[config.mk]
export PLATFORM = sky130hd
export DESIGN_NAME = urs_rx_top
export DESIGN_NICKNAME = d
export VERILOG_FILES = /design/src/shared/urs_pkg.sv /design/src/shared/urs_char_if.sv /design/src/urs_rx_fifo.sv /design/src/urs_rx_top.sv /design/src/urs_sync3.sv
export SDC_FILE = /design/constraint.sdc
export NUM_CORES = 1
export LEC_CHECK = 0
export ABC_CLOCK_PERIOD_IN_PS = 4700
export BUFFER_PORTS_ARGS = -buffer_cell sky130_fd_sc_hd__buf_2
export CAP_MARGIN = 5
export CORE_MARGIN = 2
export CORE_UTILIZATION = 40
export CTS_CLUSTER_DIAMETER = 80
export DETAILED_ROUTE_END_ITERATION = 7
export SKIP_CTS_REPAIR_TIMING = 1
export SLEW_MARGIN = 10
export SYNTH_ARGS = -nofsm -noshare
export SYNTH_HDL_FRONTEND = slang
export SYNTH_HIERARCHICAL = 1
export SYNTH_SLANG_ARGS = --single-unit
[constraint.sdc]
create_clock -name sys_clk -period 4.7 [get_ports sys_clk]
set_clock_uncertainty 0.1 [all_clocks]
set_input_delay 0.235 -clock sys_clk [delete_from_list [all_inputs] [get_ports sys_clk]]
set_output_delay 0.235 -clock sys_clk [all_outputs]
set_load 0.02 [all_outputs]
[src/shared/urs_pkg.sv]
// Purpose: Shared constants and types of the serial receive block
// Assumes: 25 MHz system clock, 32-bit Avalon-MM register bus
// Notes  : Offsets are byte addresses, one register per word
package urs_pkg;
    // Bit timing: clocks per bit derived from clock and baud rate
    localparam int unsigned CLK_HZ     = 25_000_000;
    localparam int unsigned BAUD_HZ    = 115_200;
    localparam int unsigned BIT_CYCLES = CLK_HZ / BAUD_HZ;
    // Receive buffer geometry
    localparam int unsigned FIFO_DEPTH = 4;
    localparam int unsigned CHAR_W     = 9;
    // Register byte offsets
    localparam int unsigned ADDR_W     = 5;
    localparam logic [4:0] OFS_STAT     = 5'h00;
    localparam logic [4:0] OFS_RXD      = 5'h04;
    localparam logic [4:0] OFS_CFG      = 5'h08;
    localparam logic [4:0] OFS_IRQ_STAT = 5'h0c;
    localparam logic [4:0] OFS_IRQ_CLR  = 5'h10;
    localparam logic [4:0] OFS_IRQ_EN   = 5'h14;
    // Status and control field positions
    localparam int unsigned BIT_AVAIL  = 0;
    localparam int unsigned BIT_OVR    = 1;
    localparam int unsigned BIT_ADDR_DET = 5;
    localparam int unsigned BIT_ISEL   = 6;
    // Interrupt select codes
    localparam logic [1:0] ISEL_FULL   = 2'h3;
    localparam logic [1:0] ISEL_3Q     = 2'h2;
    // Configuration field positions and parity codes
    localparam int unsigned CFG_EN     = 0;
    localparam int unsigned CFG_NINE   = 1;
    localparam int unsigned CFG_PAR    = 2;
    localparam logic [1:0] PAR_EVEN    = 2'h1;
    localparam logic [1:0] PAR_ODD     = 2'h2;
    // Interrupt event bits
    localparam int unsigned IRQ_RX     = 0;
    localparam int unsigned IRQ_OVR    = 1;
    // Last data bit index for each character size
    localparam logic [3:0] LAST_NINE   = 4'h8;
    localparam logic [3:0] LAST_EIGHT  = 4'h7;
    // Receiver states
    typedef enum logic [2:0] {
        RX_IDLE, RX_START, RX_DATA, RX_PAR, RX_STOP
    } urs_rx_state_t;
endpackage : urs_pkg

[src/shared/urs_char_if.sv]
// Purpose: Carries one received character into the buffer
// Assumes: Same clock on both ends
// Notes  : valid is a one-cycle push strobe
`timescale 1ns/100ps
`default_nettype none
interface urs_char_if;
    logic       valid;  // Push strobe
    logic [8:0] data;   // Character with ninth bit
    logic       par_err;   // Parity error seen
    logic       frm_err;   // Bad stop bit seen
    modport src (output valid, data, par_err, frm_err);
    modport dst (input  valid, data, par_err, frm_err);
endinterface : urs_char_if
`default_nettype wire

[src/urs_rx_fifo.sv]
// Purpose: Receive buffer holding characters with their error bits
// Assumes: Caller pushes only when not full, pops only when not empty
// Notes  : Flush wins over push and pop
`timescale 1ns/100ps
`default_nettype none
module urs_rx_fifo #(
    parameter int unsigned DEPTH = urs_pkg::FIFO_DEPTH,
    parameter int unsigned CW    = $clog2(DEPTH + 1)
) (
    input  wire logic          sys_clk,
    input  wire logic          rst,
    input  wire logic          flush,
    urs_char_if.dst            push_if,
    input  wire logic          pop,
    output logic [10:0]        head,
    output logic [CW-1:0]      count
);
    import urs_pkg::*;
    localparam int unsigned PW = $clog2(DEPTH);
    logic [10:0]   mem_q [DEPTH]; // Entries {framing, parity, data}
    logic [PW-1:0] rd_q;          // Head pointer
    logic [PW-1:0] wr_q;          // Tail pointer
    logic [CW-1:0] cnt_q;         // Fill level

    // Storage write port
    always_ff @(posedge sys_clk) begin
        if (push_if.valid && !flush) begin
            mem_q[wr_q] <= {push_if.frm_err, push_if.par_err,
                            push_if.data};
        end
    end

    // Pointers and fill level
    always_ff @(posedge sys_clk or posedge rst) begin
        if (rst) begin
            rd_q  <= '0;
            wr_q  <= '0;
            cnt_q <= '0;
        end else if (flush) begin
            rd_q  <= '0;
            wr_q  <= '0;
            cnt_q <= '0;
        end else begin
            rd_q  <= rd_q + PW'(pop);
            wr_q  <= wr_q + PW'(push_if.valid);
            cnt_q <= cnt_q + CW'(push_if.valid) - CW'(pop);
        end
    end
    // Empty buffer shows a zero head
    assign head  = (cnt_q == '0) ? 11'h000 : mem_q[rd_q];
    assign count = cnt_q;
endmodule : urs_rx_fifo
`default_nettype wire

[src/urs_rx_top.sv]
// Purpose: Receive status and data path of an asynchronous serial port
// Assumes: Avalon-MM slave with waitrequest, byte addresses
// Notes  : Every access completes one cycle after it is presented
//
// What this block does
// Mode 11 interrupts when buffer becomes full
// Mode 10 interrupts when buffer holds three
// Modes 0x interrupt on every buffered character
// Address mode marks ninth-bit-set characters as addresses
// Address mode acts only in nine-bit configuration
// Idle flag bit 4 shows receiver idle
// Parity flag bit 3 describes head character
// Framing flag bit 2 describes head character
// Overrun bit 1 sets when a character arrives at a full buffer
// Clearing overrun empties buffer and shift register
// Data-available bit 0 shows buffer not empty
// Data register bits 8-0 give head character
// Data register bits 15-9 read zero
// Reading data register removes head character
// Address mode drops characters with ninth bit low
`timescale 1ns/100ps
`default_nettype none
module urs_rx_top #(
    parameter int unsigned BIT_CYCLES = urs_pkg::BIT_CYCLES,
    parameter int unsigned DEPTH      = urs_pkg::FIFO_DEPTH
) (
    input  wire logic                       sys_clk,
    input  wire logic                       rst,
    input  wire logic [urs_pkg::ADDR_W-1:0] avs_address,
    input  wire logic                       avs_read,
    input  wire logic                       avs_write,
    input  wire logic [31:0]                avs_writedata,
    input  wire logic [3:0]                 avs_byteenable,
    output logic [31:0]                     avs_readdata,
    output logic                            avs_waitrequest,
    input  wire logic                       rx_pin,
    output logic                            irq
);
    import urs_pkg::*;

    // Derived widths and levels
    localparam int unsigned TW = $clog2(BIT_CYCLES + 1);
    localparam int unsigned CW = $clog2(DEPTH + 1);
    localparam logic [TW-1:0] T_LAST = TW'(BIT_CYCLES - 1);
    localparam logic [TW-1:0] T_HALF = TW'(BIT_CYCLES / 2);
    localparam logic [CW-1:0] LVL_FULL = CW'(DEPTH);
    localparam logic [CW-1:0] LVL_3Q   = CW'(DEPTH * 3 / 4);

    // Synchronised receive line
    logic rx_lvl;

    urs_sync3 u_sync (
        .sys_clk (sys_clk),
        .rst     (rst),
        .pin_in  (rx_pin),
        .level   (rx_lvl)
    );

    // Software-controlled state
    logic [1:0]  isel_q;      // rx_interrupt_select
    logic        addr_det_q;  // address_detect_enable
    logic        ovr_q;       // overrun_flag
    logic [3:0]  cfg_q;       // Enable, nine-bit, parity select
    logic [1:0]  irq_stat_q;  // Sticky event bits
    logic [1:0]  irq_en_q;    // Event enables
    logic        ack_q;       // Bus answer phase
    logic [31:0] rdata_q;     // Registered read data

    // Configuration decode
    logic       port_en;      // serial_port_enable
    logic       nine;         // Nine-bit characters
    logic [1:0] par_sel;      // Parity mode, eight-bit only
    logic       par_on;       // Parity bit expected
    logic       addr_mode;    // Address detect in effect
    assign port_en   = cfg_q[CFG_EN];
    assign nine      = cfg_q[CFG_NINE];
    assign par_sel   = cfg_q[CFG_PAR +: 2];
    assign par_on    = !nine && (par_sel == PAR_EVEN ||
                                 par_sel == PAR_ODD);
    assign addr_mode = nine && addr_det_q;

    // Receive shift register state
    urs_rx_state_t st_q, st_d;    // Receiver state
    logic [TW-1:0] tmr_q, tmr_d;  // Bit timer
    logic [3:0]    idx_q, idx_d;  // Data bit index
    logic [8:0]    sh_q, sh_d;    // receive_shift_register
    logic          pe_q, pe_d;    // Parity error of character
    logic          fe_q, fe_d;    // Framing error of character
    logic          done_q, done_d;// Character complete strobe
    logic          tick;          // Timer expiry
    logic [3:0]    last_idx;      // Final data bit index
    logic [8:0]    rx_word;       // Aligned character
    logic          flush;         // Overrun clear event
    assign tick     = (tmr_q == '0);
    assign last_idx = nine ? LAST_NINE : LAST_EIGHT;
    // Eight-bit characters sit in the upper bits after shifting
    assign rx_word  = nine ? sh_q : {1'b0, sh_q[8:1]};

    // Receiver next state
    always_comb begin
        st_d   = st_q;
        tmr_d  = tick ? T_LAST : tmr_q - TW'(1);
        idx_d  = idx_q;
        sh_d   = sh_q;
        pe_d   = pe_q;
        fe_d   = fe_q;
        done_d = 1'b0;
        case (st_q)
            RX_IDLE: begin
                // Wait half a bit to sample mid start bit
                tmr_d = T_HALF;
                idx_d = '0;
                pe_d  = 1'b0;
                if (!rx_lvl) begin
                    st_d = RX_START;
                end
            end
            RX_START: begin
                // A glitch that ends early is ignored
                if (tick) begin
                    st_d = rx_lvl ? RX_IDLE : RX_DATA;
                end
            end
            RX_DATA: begin
                // Least significant bit first
                if (tick) begin
                    sh_d  = {rx_lvl, sh_q[8:1]};
                    idx_d = idx_q + 4'h1;
                    if (idx_q == last_idx) begin
                        st_d = par_on ? RX_PAR : RX_STOP;
                    end
                end
            end
            RX_PAR: begin
                // Compare received parity bit with data
                if (tick) begin
                    pe_d = (par_sel == PAR_EVEN) ?
                           (^rx_word ^ rx_lvl) :
                           !(^rx_word ^ rx_lvl);
                    st_d = RX_STOP;
                end
            end
            RX_STOP: begin
                // Low stop bit marks a framing error
                if (tick) begin
                    fe_d   = !rx_lvl;
                    done_d = 1'b1;
                    st_d   = RX_IDLE;
                end
            end
            default: begin
                st_d = RX_IDLE;
            end
        endcase
        // Disable or overrun clear empties the shift register
        if (!port_en || flush) begin
            st_d   = RX_IDLE;
            done_d = 1'b0;
        end
    end

    // Receiver registers
    always_ff @(posedge sys_clk or posedge rst) begin
        if (rst) begin
            st_q   <= RX_IDLE;
            tmr_q  <= '0;
            idx_q  <= '0;
            sh_q   <= '0;
            pe_q   <= 1'b0;
            fe_q   <= 1'b0;
            done_q <= 1'b0;
        end else begin
            st_q   <= st_d;
            tmr_q  <= tmr_d;
            idx_q  <= idx_d;
            sh_q   <= sh_d;
            pe_q   <= pe_d;
            fe_q   <= fe_d;
            done_q <= done_d;
        end
    end

    // Buffer admission
    logic          drop_addr;  // Data character in address mode
    logic          full;       // Buffer cannot accept
    logic          push;       // Character enters buffer
    logic          ovr_evt;    // Character lost to full buffer
    logic          pop;        // Head removed by read
    logic [CW-1:0] cnt;        // Buffer fill level
    logic [CW-1:0] cnt_after;  // Fill level after this cycle
    logic [10:0]   head;       // {framing, parity, data} of head
    logic          rx_evt;     // Receive interrupt event
    // Ninth bit set is an address, anything else is dropped
    assign drop_addr = addr_mode && !rx_word[8]; // see R4
    assign full      = (cnt == LVL_FULL);
    assign push      = done_q && !drop_addr && !full && !flush;
    assign ovr_evt   = done_q && !drop_addr && full;
    assign cnt_after = cnt + CW'(push) - CW'(pop);
    // Interrupt select: full, three quarters or any character
    assign rx_evt = push && (!isel_q[1] ||
                    (isel_q == ISEL_FULL &&
                     cnt_after == LVL_FULL) ||
                    (isel_q == ISEL_3Q &&
                     cnt_after == LVL_3Q));

    urs_char_if ch_if ();
    assign ch_if.valid = push;
    assign ch_if.data  = rx_word;
    assign ch_if.par_err = pe_q;
    assign ch_if.frm_err = fe_q;

    urs_rx_fifo #(
        .DEPTH (DEPTH)
    ) u_fifo (
        .sys_clk (sys_clk),
        .rst     (rst),
        .flush   (flush),
        .push_if (ch_if.dst),
        .pop     (pop),
        .head    (head),
        .count   (cnt)
    );

    // Bus decode; every access answers on the second cycle
    logic sel_stat, sel_rxd, sel_cfg, sel_ist, sel_iclr, sel_ien;
    logic wr_b0;   // Low byte write completes
    logic rd_fire; // Read completes
    assign sel_stat = (avs_address == OFS_STAT);
    assign sel_rxd  = (avs_address == OFS_RXD);
    assign sel_cfg  = (avs_address == OFS_CFG);
    assign sel_ist  = (avs_address == OFS_IRQ_STAT);
    assign sel_iclr = (avs_address == OFS_IRQ_CLR);
    assign sel_ien  = (avs_address == OFS_IRQ_EN);
    assign wr_b0    = avs_write && ack_q && avs_byteenable[0];
    assign rd_fire  = avs_read && ack_q;
    // Reading the data register consumes the head
    assign pop = rd_fire && sel_rxd && (cnt != '0) && !flush;
    // Writing zero over a set overrun bit; a new overrun wins
    assign flush = wr_b0 && sel_stat && ovr_q && !ovr_evt &&
                   !avs_writedata[BIT_OVR];

    // Read views
    logic        avail;      // rx_data_available
    logic        rx_idle;    // receiver_idle_flag
    logic [7:0]  stat_word;  // serial_status_control
    logic [31:0] rd_mux;     // Selected read word
    logic [1:0]  irq_clr;    // Write-one clear mask
    logic [1:0]  irq_evt;    // Events this cycle
    assign avail   = (cnt != '0);
    assign rx_idle = (st_q == RX_IDLE);
    assign stat_word = {isel_q, addr_det_q, rx_idle,
                        head[9],
                        head[10],
                        ovr_q, avail};
    assign rd_mux =
        sel_stat ? 32'(stat_word) :
        sel_rxd  ? 32'(head[8:0]) :               // see R12
        sel_cfg  ? 32'(cfg_q)     :
        sel_ist  ? 32'(irq_stat_q) :
        sel_ien  ? 32'(irq_en_q)  : 32'h0000_0000;
    assign irq_clr = (wr_b0 && sel_iclr) ? avs_writedata[1:0] : 2'h0;
    assign irq_evt = {ovr_evt, rx_evt};

    // Bus handshake and read data
    always_ff @(posedge sys_clk or posedge rst) begin
        if (rst) begin
            ack_q   <= 1'b0;
            rdata_q <= '0;
        end else begin
            ack_q <= (avs_read || avs_write) && !ack_q;
            if (avs_read && !ack_q) begin
                rdata_q <= rd_mux;
            end
        end
    end

    // Control registers written by software
    always_ff @(posedge sys_clk or posedge rst) begin
        if (rst) begin
            isel_q   <= 2'h0;
            addr_det_q <= 1'b0;
            cfg_q    <= 4'h0;
            irq_en_q <= 2'h0;
        end else begin
            if (wr_b0 && sel_stat) begin
                isel_q  <= avs_writedata[BIT_ISEL +: 2];
                addr_det_q <= avs_writedata[BIT_ADDR_DET];
            end
            if (wr_b0 && sel_cfg) begin
                cfg_q <= avs_writedata[3:0];
            end
            if (wr_b0 && sel_ien) begin
                irq_en_q <= avs_writedata[1:0];
            end
        end
    end

    // Sticky flags; a new event beats a clear
    always_ff @(posedge sys_clk or posedge rst) begin
        if (rst) begin
            ovr_q      <= 1'b0;
            irq_stat_q <= 2'h0;
        end else begin
            if (ovr_evt) begin
                ovr_q <= 1'b1;
            end else if (flush) begin
                ovr_q <= 1'b0;
            end
            irq_stat_q <= (irq_stat_q & ~irq_clr) | irq_evt;
        end
    end

    assign avs_waitrequest = !ack_q;
    assign avs_readdata    = rdata_q;
    assign irq             = |(irq_stat_q & irq_en_q);
endmodule : urs_rx_top
`default_nettype wire

[src/urs_sync3.sv]
// Purpose: Three-stage synchroniser for the receive pin
// Assumes: Line idles high
// Notes  : Output moves only when stages two and three agree
`timescale 1ns/100ps
`default_nettype none
module urs_sync3 (
    input  wire logic sys_clk,
    input  wire logic rst,
    input  wire logic pin_in,
    output logic      level
);
    logic s1_q;  // First stage, read only by s2
    logic s2_q;  // Second stage
    logic s3_q;  // Third stage
    logic lvl_q; // Filtered level

    // Shift chain and agreement filter
    always_ff @(posedge sys_clk or posedge rst) begin
        if (rst) begin
            s1_q  <= 1'b1;
            s2_q  <= 1'b1;
            s3_q  <= 1'b1;
            lvl_q <= 1'b1;
        end else begin
            s1_q <= pin_in;
            s2_q <= s1_q;
            s3_q <= s2_q;
            if (s2_q == s3_q) begin
                lvl_q <= s3_q;
            end
        end
    end
    assign level = lvl_q;
endmodule : urs_sync3
`default_nettype wire
==> results.py <==
metrics = {
    "outcome": {
        "status": "finished clean",
    },
    "die": {
        "ios": 80,
        "die_x_microns": 117,
        "die_h_microns": 117,
        "start_util_pct": 40.7,
        "core_sq_um": 12600,
        "row_count": 41,
        "die_area_sq_um": 13700,
    },
    "placed_design": {
        "port_buffers": 28,
        "placed_area_sq_um": 5390,
        "gp_congestion": 0.835,
        "place_ws_ns": 0.844,
        "post-dp-hpwl_microns": 6870,
        "placed_cells": 596,
    },
    "sta": {
        "setup_viol": 0,
        "hold_viol": 0,
        "finalCritPeriodShare_pct": 82.0,
        "tightest_slew_ns": 1.05,
        "final-max-slew-violation-count": 0,
        "fin_ws_ns": 0.844,
        "relSlewSlack_pct": 29.4,
        "rsz0062_at_grt": "no",
        "fin_crit_ns": 3.86,
        "clock.fmax_mhz": 259,
        "setup_tns_ns": 0,
    },
    "clock_tree": {
        "clock_path_buffers": 2,
        "cts_tree": "done",
        "clock_sinks": 104,
        "htreeDepth": 3,
        "cts_buffers": 9,
        "cts_root_buffer": "clkbuf_16",
        "clock_latency_ns": 0.35,
        "clk_pin_slew_worst_paths_ns": 0.08,
    },
    "grt": {
        "grt_usage_pct": 15.5,
        "antenna_found_initial": 0,
        "grt_max_degree": 50,
        "grt_pass1_wl_microns": 15800,
        "grt_pass1_vias": 3083,
        "grt-ovfl-total": 0,
    },
    "power_and_ir_drop": {
        "power_w": 0.00206,
        "leakagePower_nw": 2.38,
        "power_density_nw_per_um2": 361,
        "irDropWorstVdd_v": 0.000177,
    },
    "final_layout": {
        "final_cell_area_sq_um": 5710,
        "diodes": 0,
        "syn_to_final_growth_pct": 11.7,
        "layoutNonFillerInstCount": 615,
        "nets": 496,
        "drive_above_1_share_pct": 22.3,
    },
    "synthesis": {
        "synth_edf_count": 44,
        "synth_top_area_share_pct": 27.4,
        "synth_area_sq_um": 5110,
        "yosysSeqAreaShare_pct": 55.3,
        "yosys_warnings": 6,
        "synth_cell_types": 61,
        "avgSynthCellArea_sq_um": 12.6,
        "async_flop_share_pct": 57.7,
        "yosysTopAreaCell": "dfrtp_1",
        "ys.flop_type": "dfrtp_1",
        "synthCells": 405,
        "ys_ff_latch": 104,
        "post_synth_main_area_contributors": "dfrtp_1 (27%), edfxtp_1 (26%), mux2_2 (5.5%)",
    },
    "setup_path": {
        "path_buf_inv": 3,
        "crit_type": "reg -> reg",
        "required_ns": 4.89,
        "start_kind": "flop",
        "r2r_cells": 15,
        "cpMostUsedCell": "inv_1",
        "r2r_slack_ns": 0.84,
        "r2r-end": "irq_stat_q[0]",
        "slowest_stage": "or4b_2",
        "crit_family": "simple AND/OR/NAND/NOR gates",
        "rr_startpoint": "ack_q",
        "path_cells": "nand3_1 -> or4b_4 -> or3_4 -> nor3b_1 -> inv_1 -> ha_1 -> inv_1 -> ha_1 -> inv_1 -> fa_1 -> xnor2_1 -> xnor2_1 -> or4b_2 -> nand3_1 -> a22o_1",
        "critPathLaunch": "ack_q",
        "critPathMaxFanout": 4,
        "slowest_delay_ns": 0.64,
        "critical_path.endpoint_type": "flop",
        "worstPathArrival_ns": 4.05,
    },
    "routing": {
        "drc": 0,
        "totalWireLength_microns": 9620,
        "drtIter0Drc": 195,
        "final_antenna_net_count": 0,
        "vias": 3087,
        "drtPass1Iterations": 4,
        "wire_per_inst_microns": 15.6,
        "vias_per_cell": 5.02,
    },
    "hold_path": {
        "worstHoldEndpoint": "ack_q",
        "hp-class": "in -> reg",
        "hold_start": "avs_write",
        "whs_path_depth": 3,
    },
    "flow_run": {
        "drv_cap": 0,
    },
}
[Yosys cell counts, types with 4 or more instances]
master / number
a21oi_1: 5
a22oi_1: 5
and2_1: 13
buf_4: 24
clkbuf_1: 8
dfrtp_1: 56
dfstp_2: 4
edfxtp_1: 44
ha_1: 10
inv_1: 18
mux2_2: 25
mux4_2: 10
nand2_1: 28
nand3_1: 8
nor2_1: 23
nor2b_1: 8
nor3_1: 8
o21ai_0: 21
xnor2_1: 12
xor2_1: 6
[kinds of logic after synthesis]
group	synth area share, %
AO/OA/AOI/OAI	6.63
XOR/XNOR	4.41
adder cells (fa/ha/maj)	3.45
buffers and inverters	5.95
flip-flops	55.3
multiplexers	11.0
other	0.0734
AND/OR/NAND/NOR	13.2
[worst max path at each step]
stage | end | slack (ns) | cells after the start
after global routing | irq_stat_q[0] | 0.66 | 15
after detailed placement | irq_stat_q[0] | 0.84 | 16
final | irq_stat_q[0] | 0.84 | 15
after global placement | irq_stat_q[0] | 0.88 | 16
after CTS | irq_stat_q[0] | 0.85 | 15
after floorplan | irq_stat_q[0] | 1.05 | 15
[worst register-to-register path, cell delays in order, from the launching register on]
cell	delay (ns)
dfrtp_1	0.39
nand3_1	0.16
or4b_4	0.56
or3_4	0.37
nor3b_1	0.17
inv_1	0.07
ha_1	0.21
inv_1	0.06
ha_1	0.13
inv_1	0.05
fa_1	0.37
xnor2_1	0.15
xnor2_1	0.14
or4b_2	0.64
nand3_1	0.10
a22o_1	0.14
[metal layers]
| metal | share of wire (%) | GRT usage [%] | vias up |
|---|---|---|---|
| met4 | 1.4 | 4.78 | 0 |
| met3 | 4.9 | 4.43 | 13 |
| met2 | 47 | 24.7 | 71 |
| met1 | 47 | 20.6 | 1522 |
| li1 | - | - | 1481 |
| met5 | 0 | 0 | - |
[layout by cell type (no fill, tap or decap), types with 13 or more instances in the layout]
cell,n
dfrtp_1,56
edfxtp_1,44
nand2_1,28
buf_2,28
mux2_2,25
nor2_1,23
conb_1,23
o21ai_0,21
inv_1,17
and2_1,13
[layout make-up]
cell class | instances | area [sq um]
flip-flops and latches | 104 | 2830
fillers | 1185 | 6860
clock inverters | 6 | 56.3
repair buffers | 36 | 208
inverters | 18 | 67.6
well taps | 172 | 215
multi-input cells | 269 | 2100
clock buffers | 10 | 239
[flip-flops by register name (all words and copies together), names as in the netlist, 2 cells and up]
signal / count
avs_readdata: 9
cfg_q: 4
idx_q: 4
irq_en_q: 2
irq_stat_q: 2
isel_q: 2
sh_q: 9
st_q: 3
tmr_q: 8
u_fifo/count: 3
u_fifo/mem_q: 44
u_fifo/rd_q: 2
u_fifo/wr_q: 2
[per-stage QoR]
step	util, %	hold slack [ns]
after floorplan	-	-0.0616
after global placement	42.9	0.139
after detailed placement	42.9	0.148
after CTS	45.2	-0.237
after global routing	45.5	0.00910
final	45.5	0.0135
[power by group]
group / switching (W) / total, W / internal, W / leakage (nW)
combinational: 0.000137 / 0.000295 / 0.000158 / 1.00
clock: 0.000353 / 0.000741 / 0.000387 / 0.144
sequential: 0.0000529 / 0.00103 / 0.000972 / 1.23
Power figures use the tool's default switching activity.
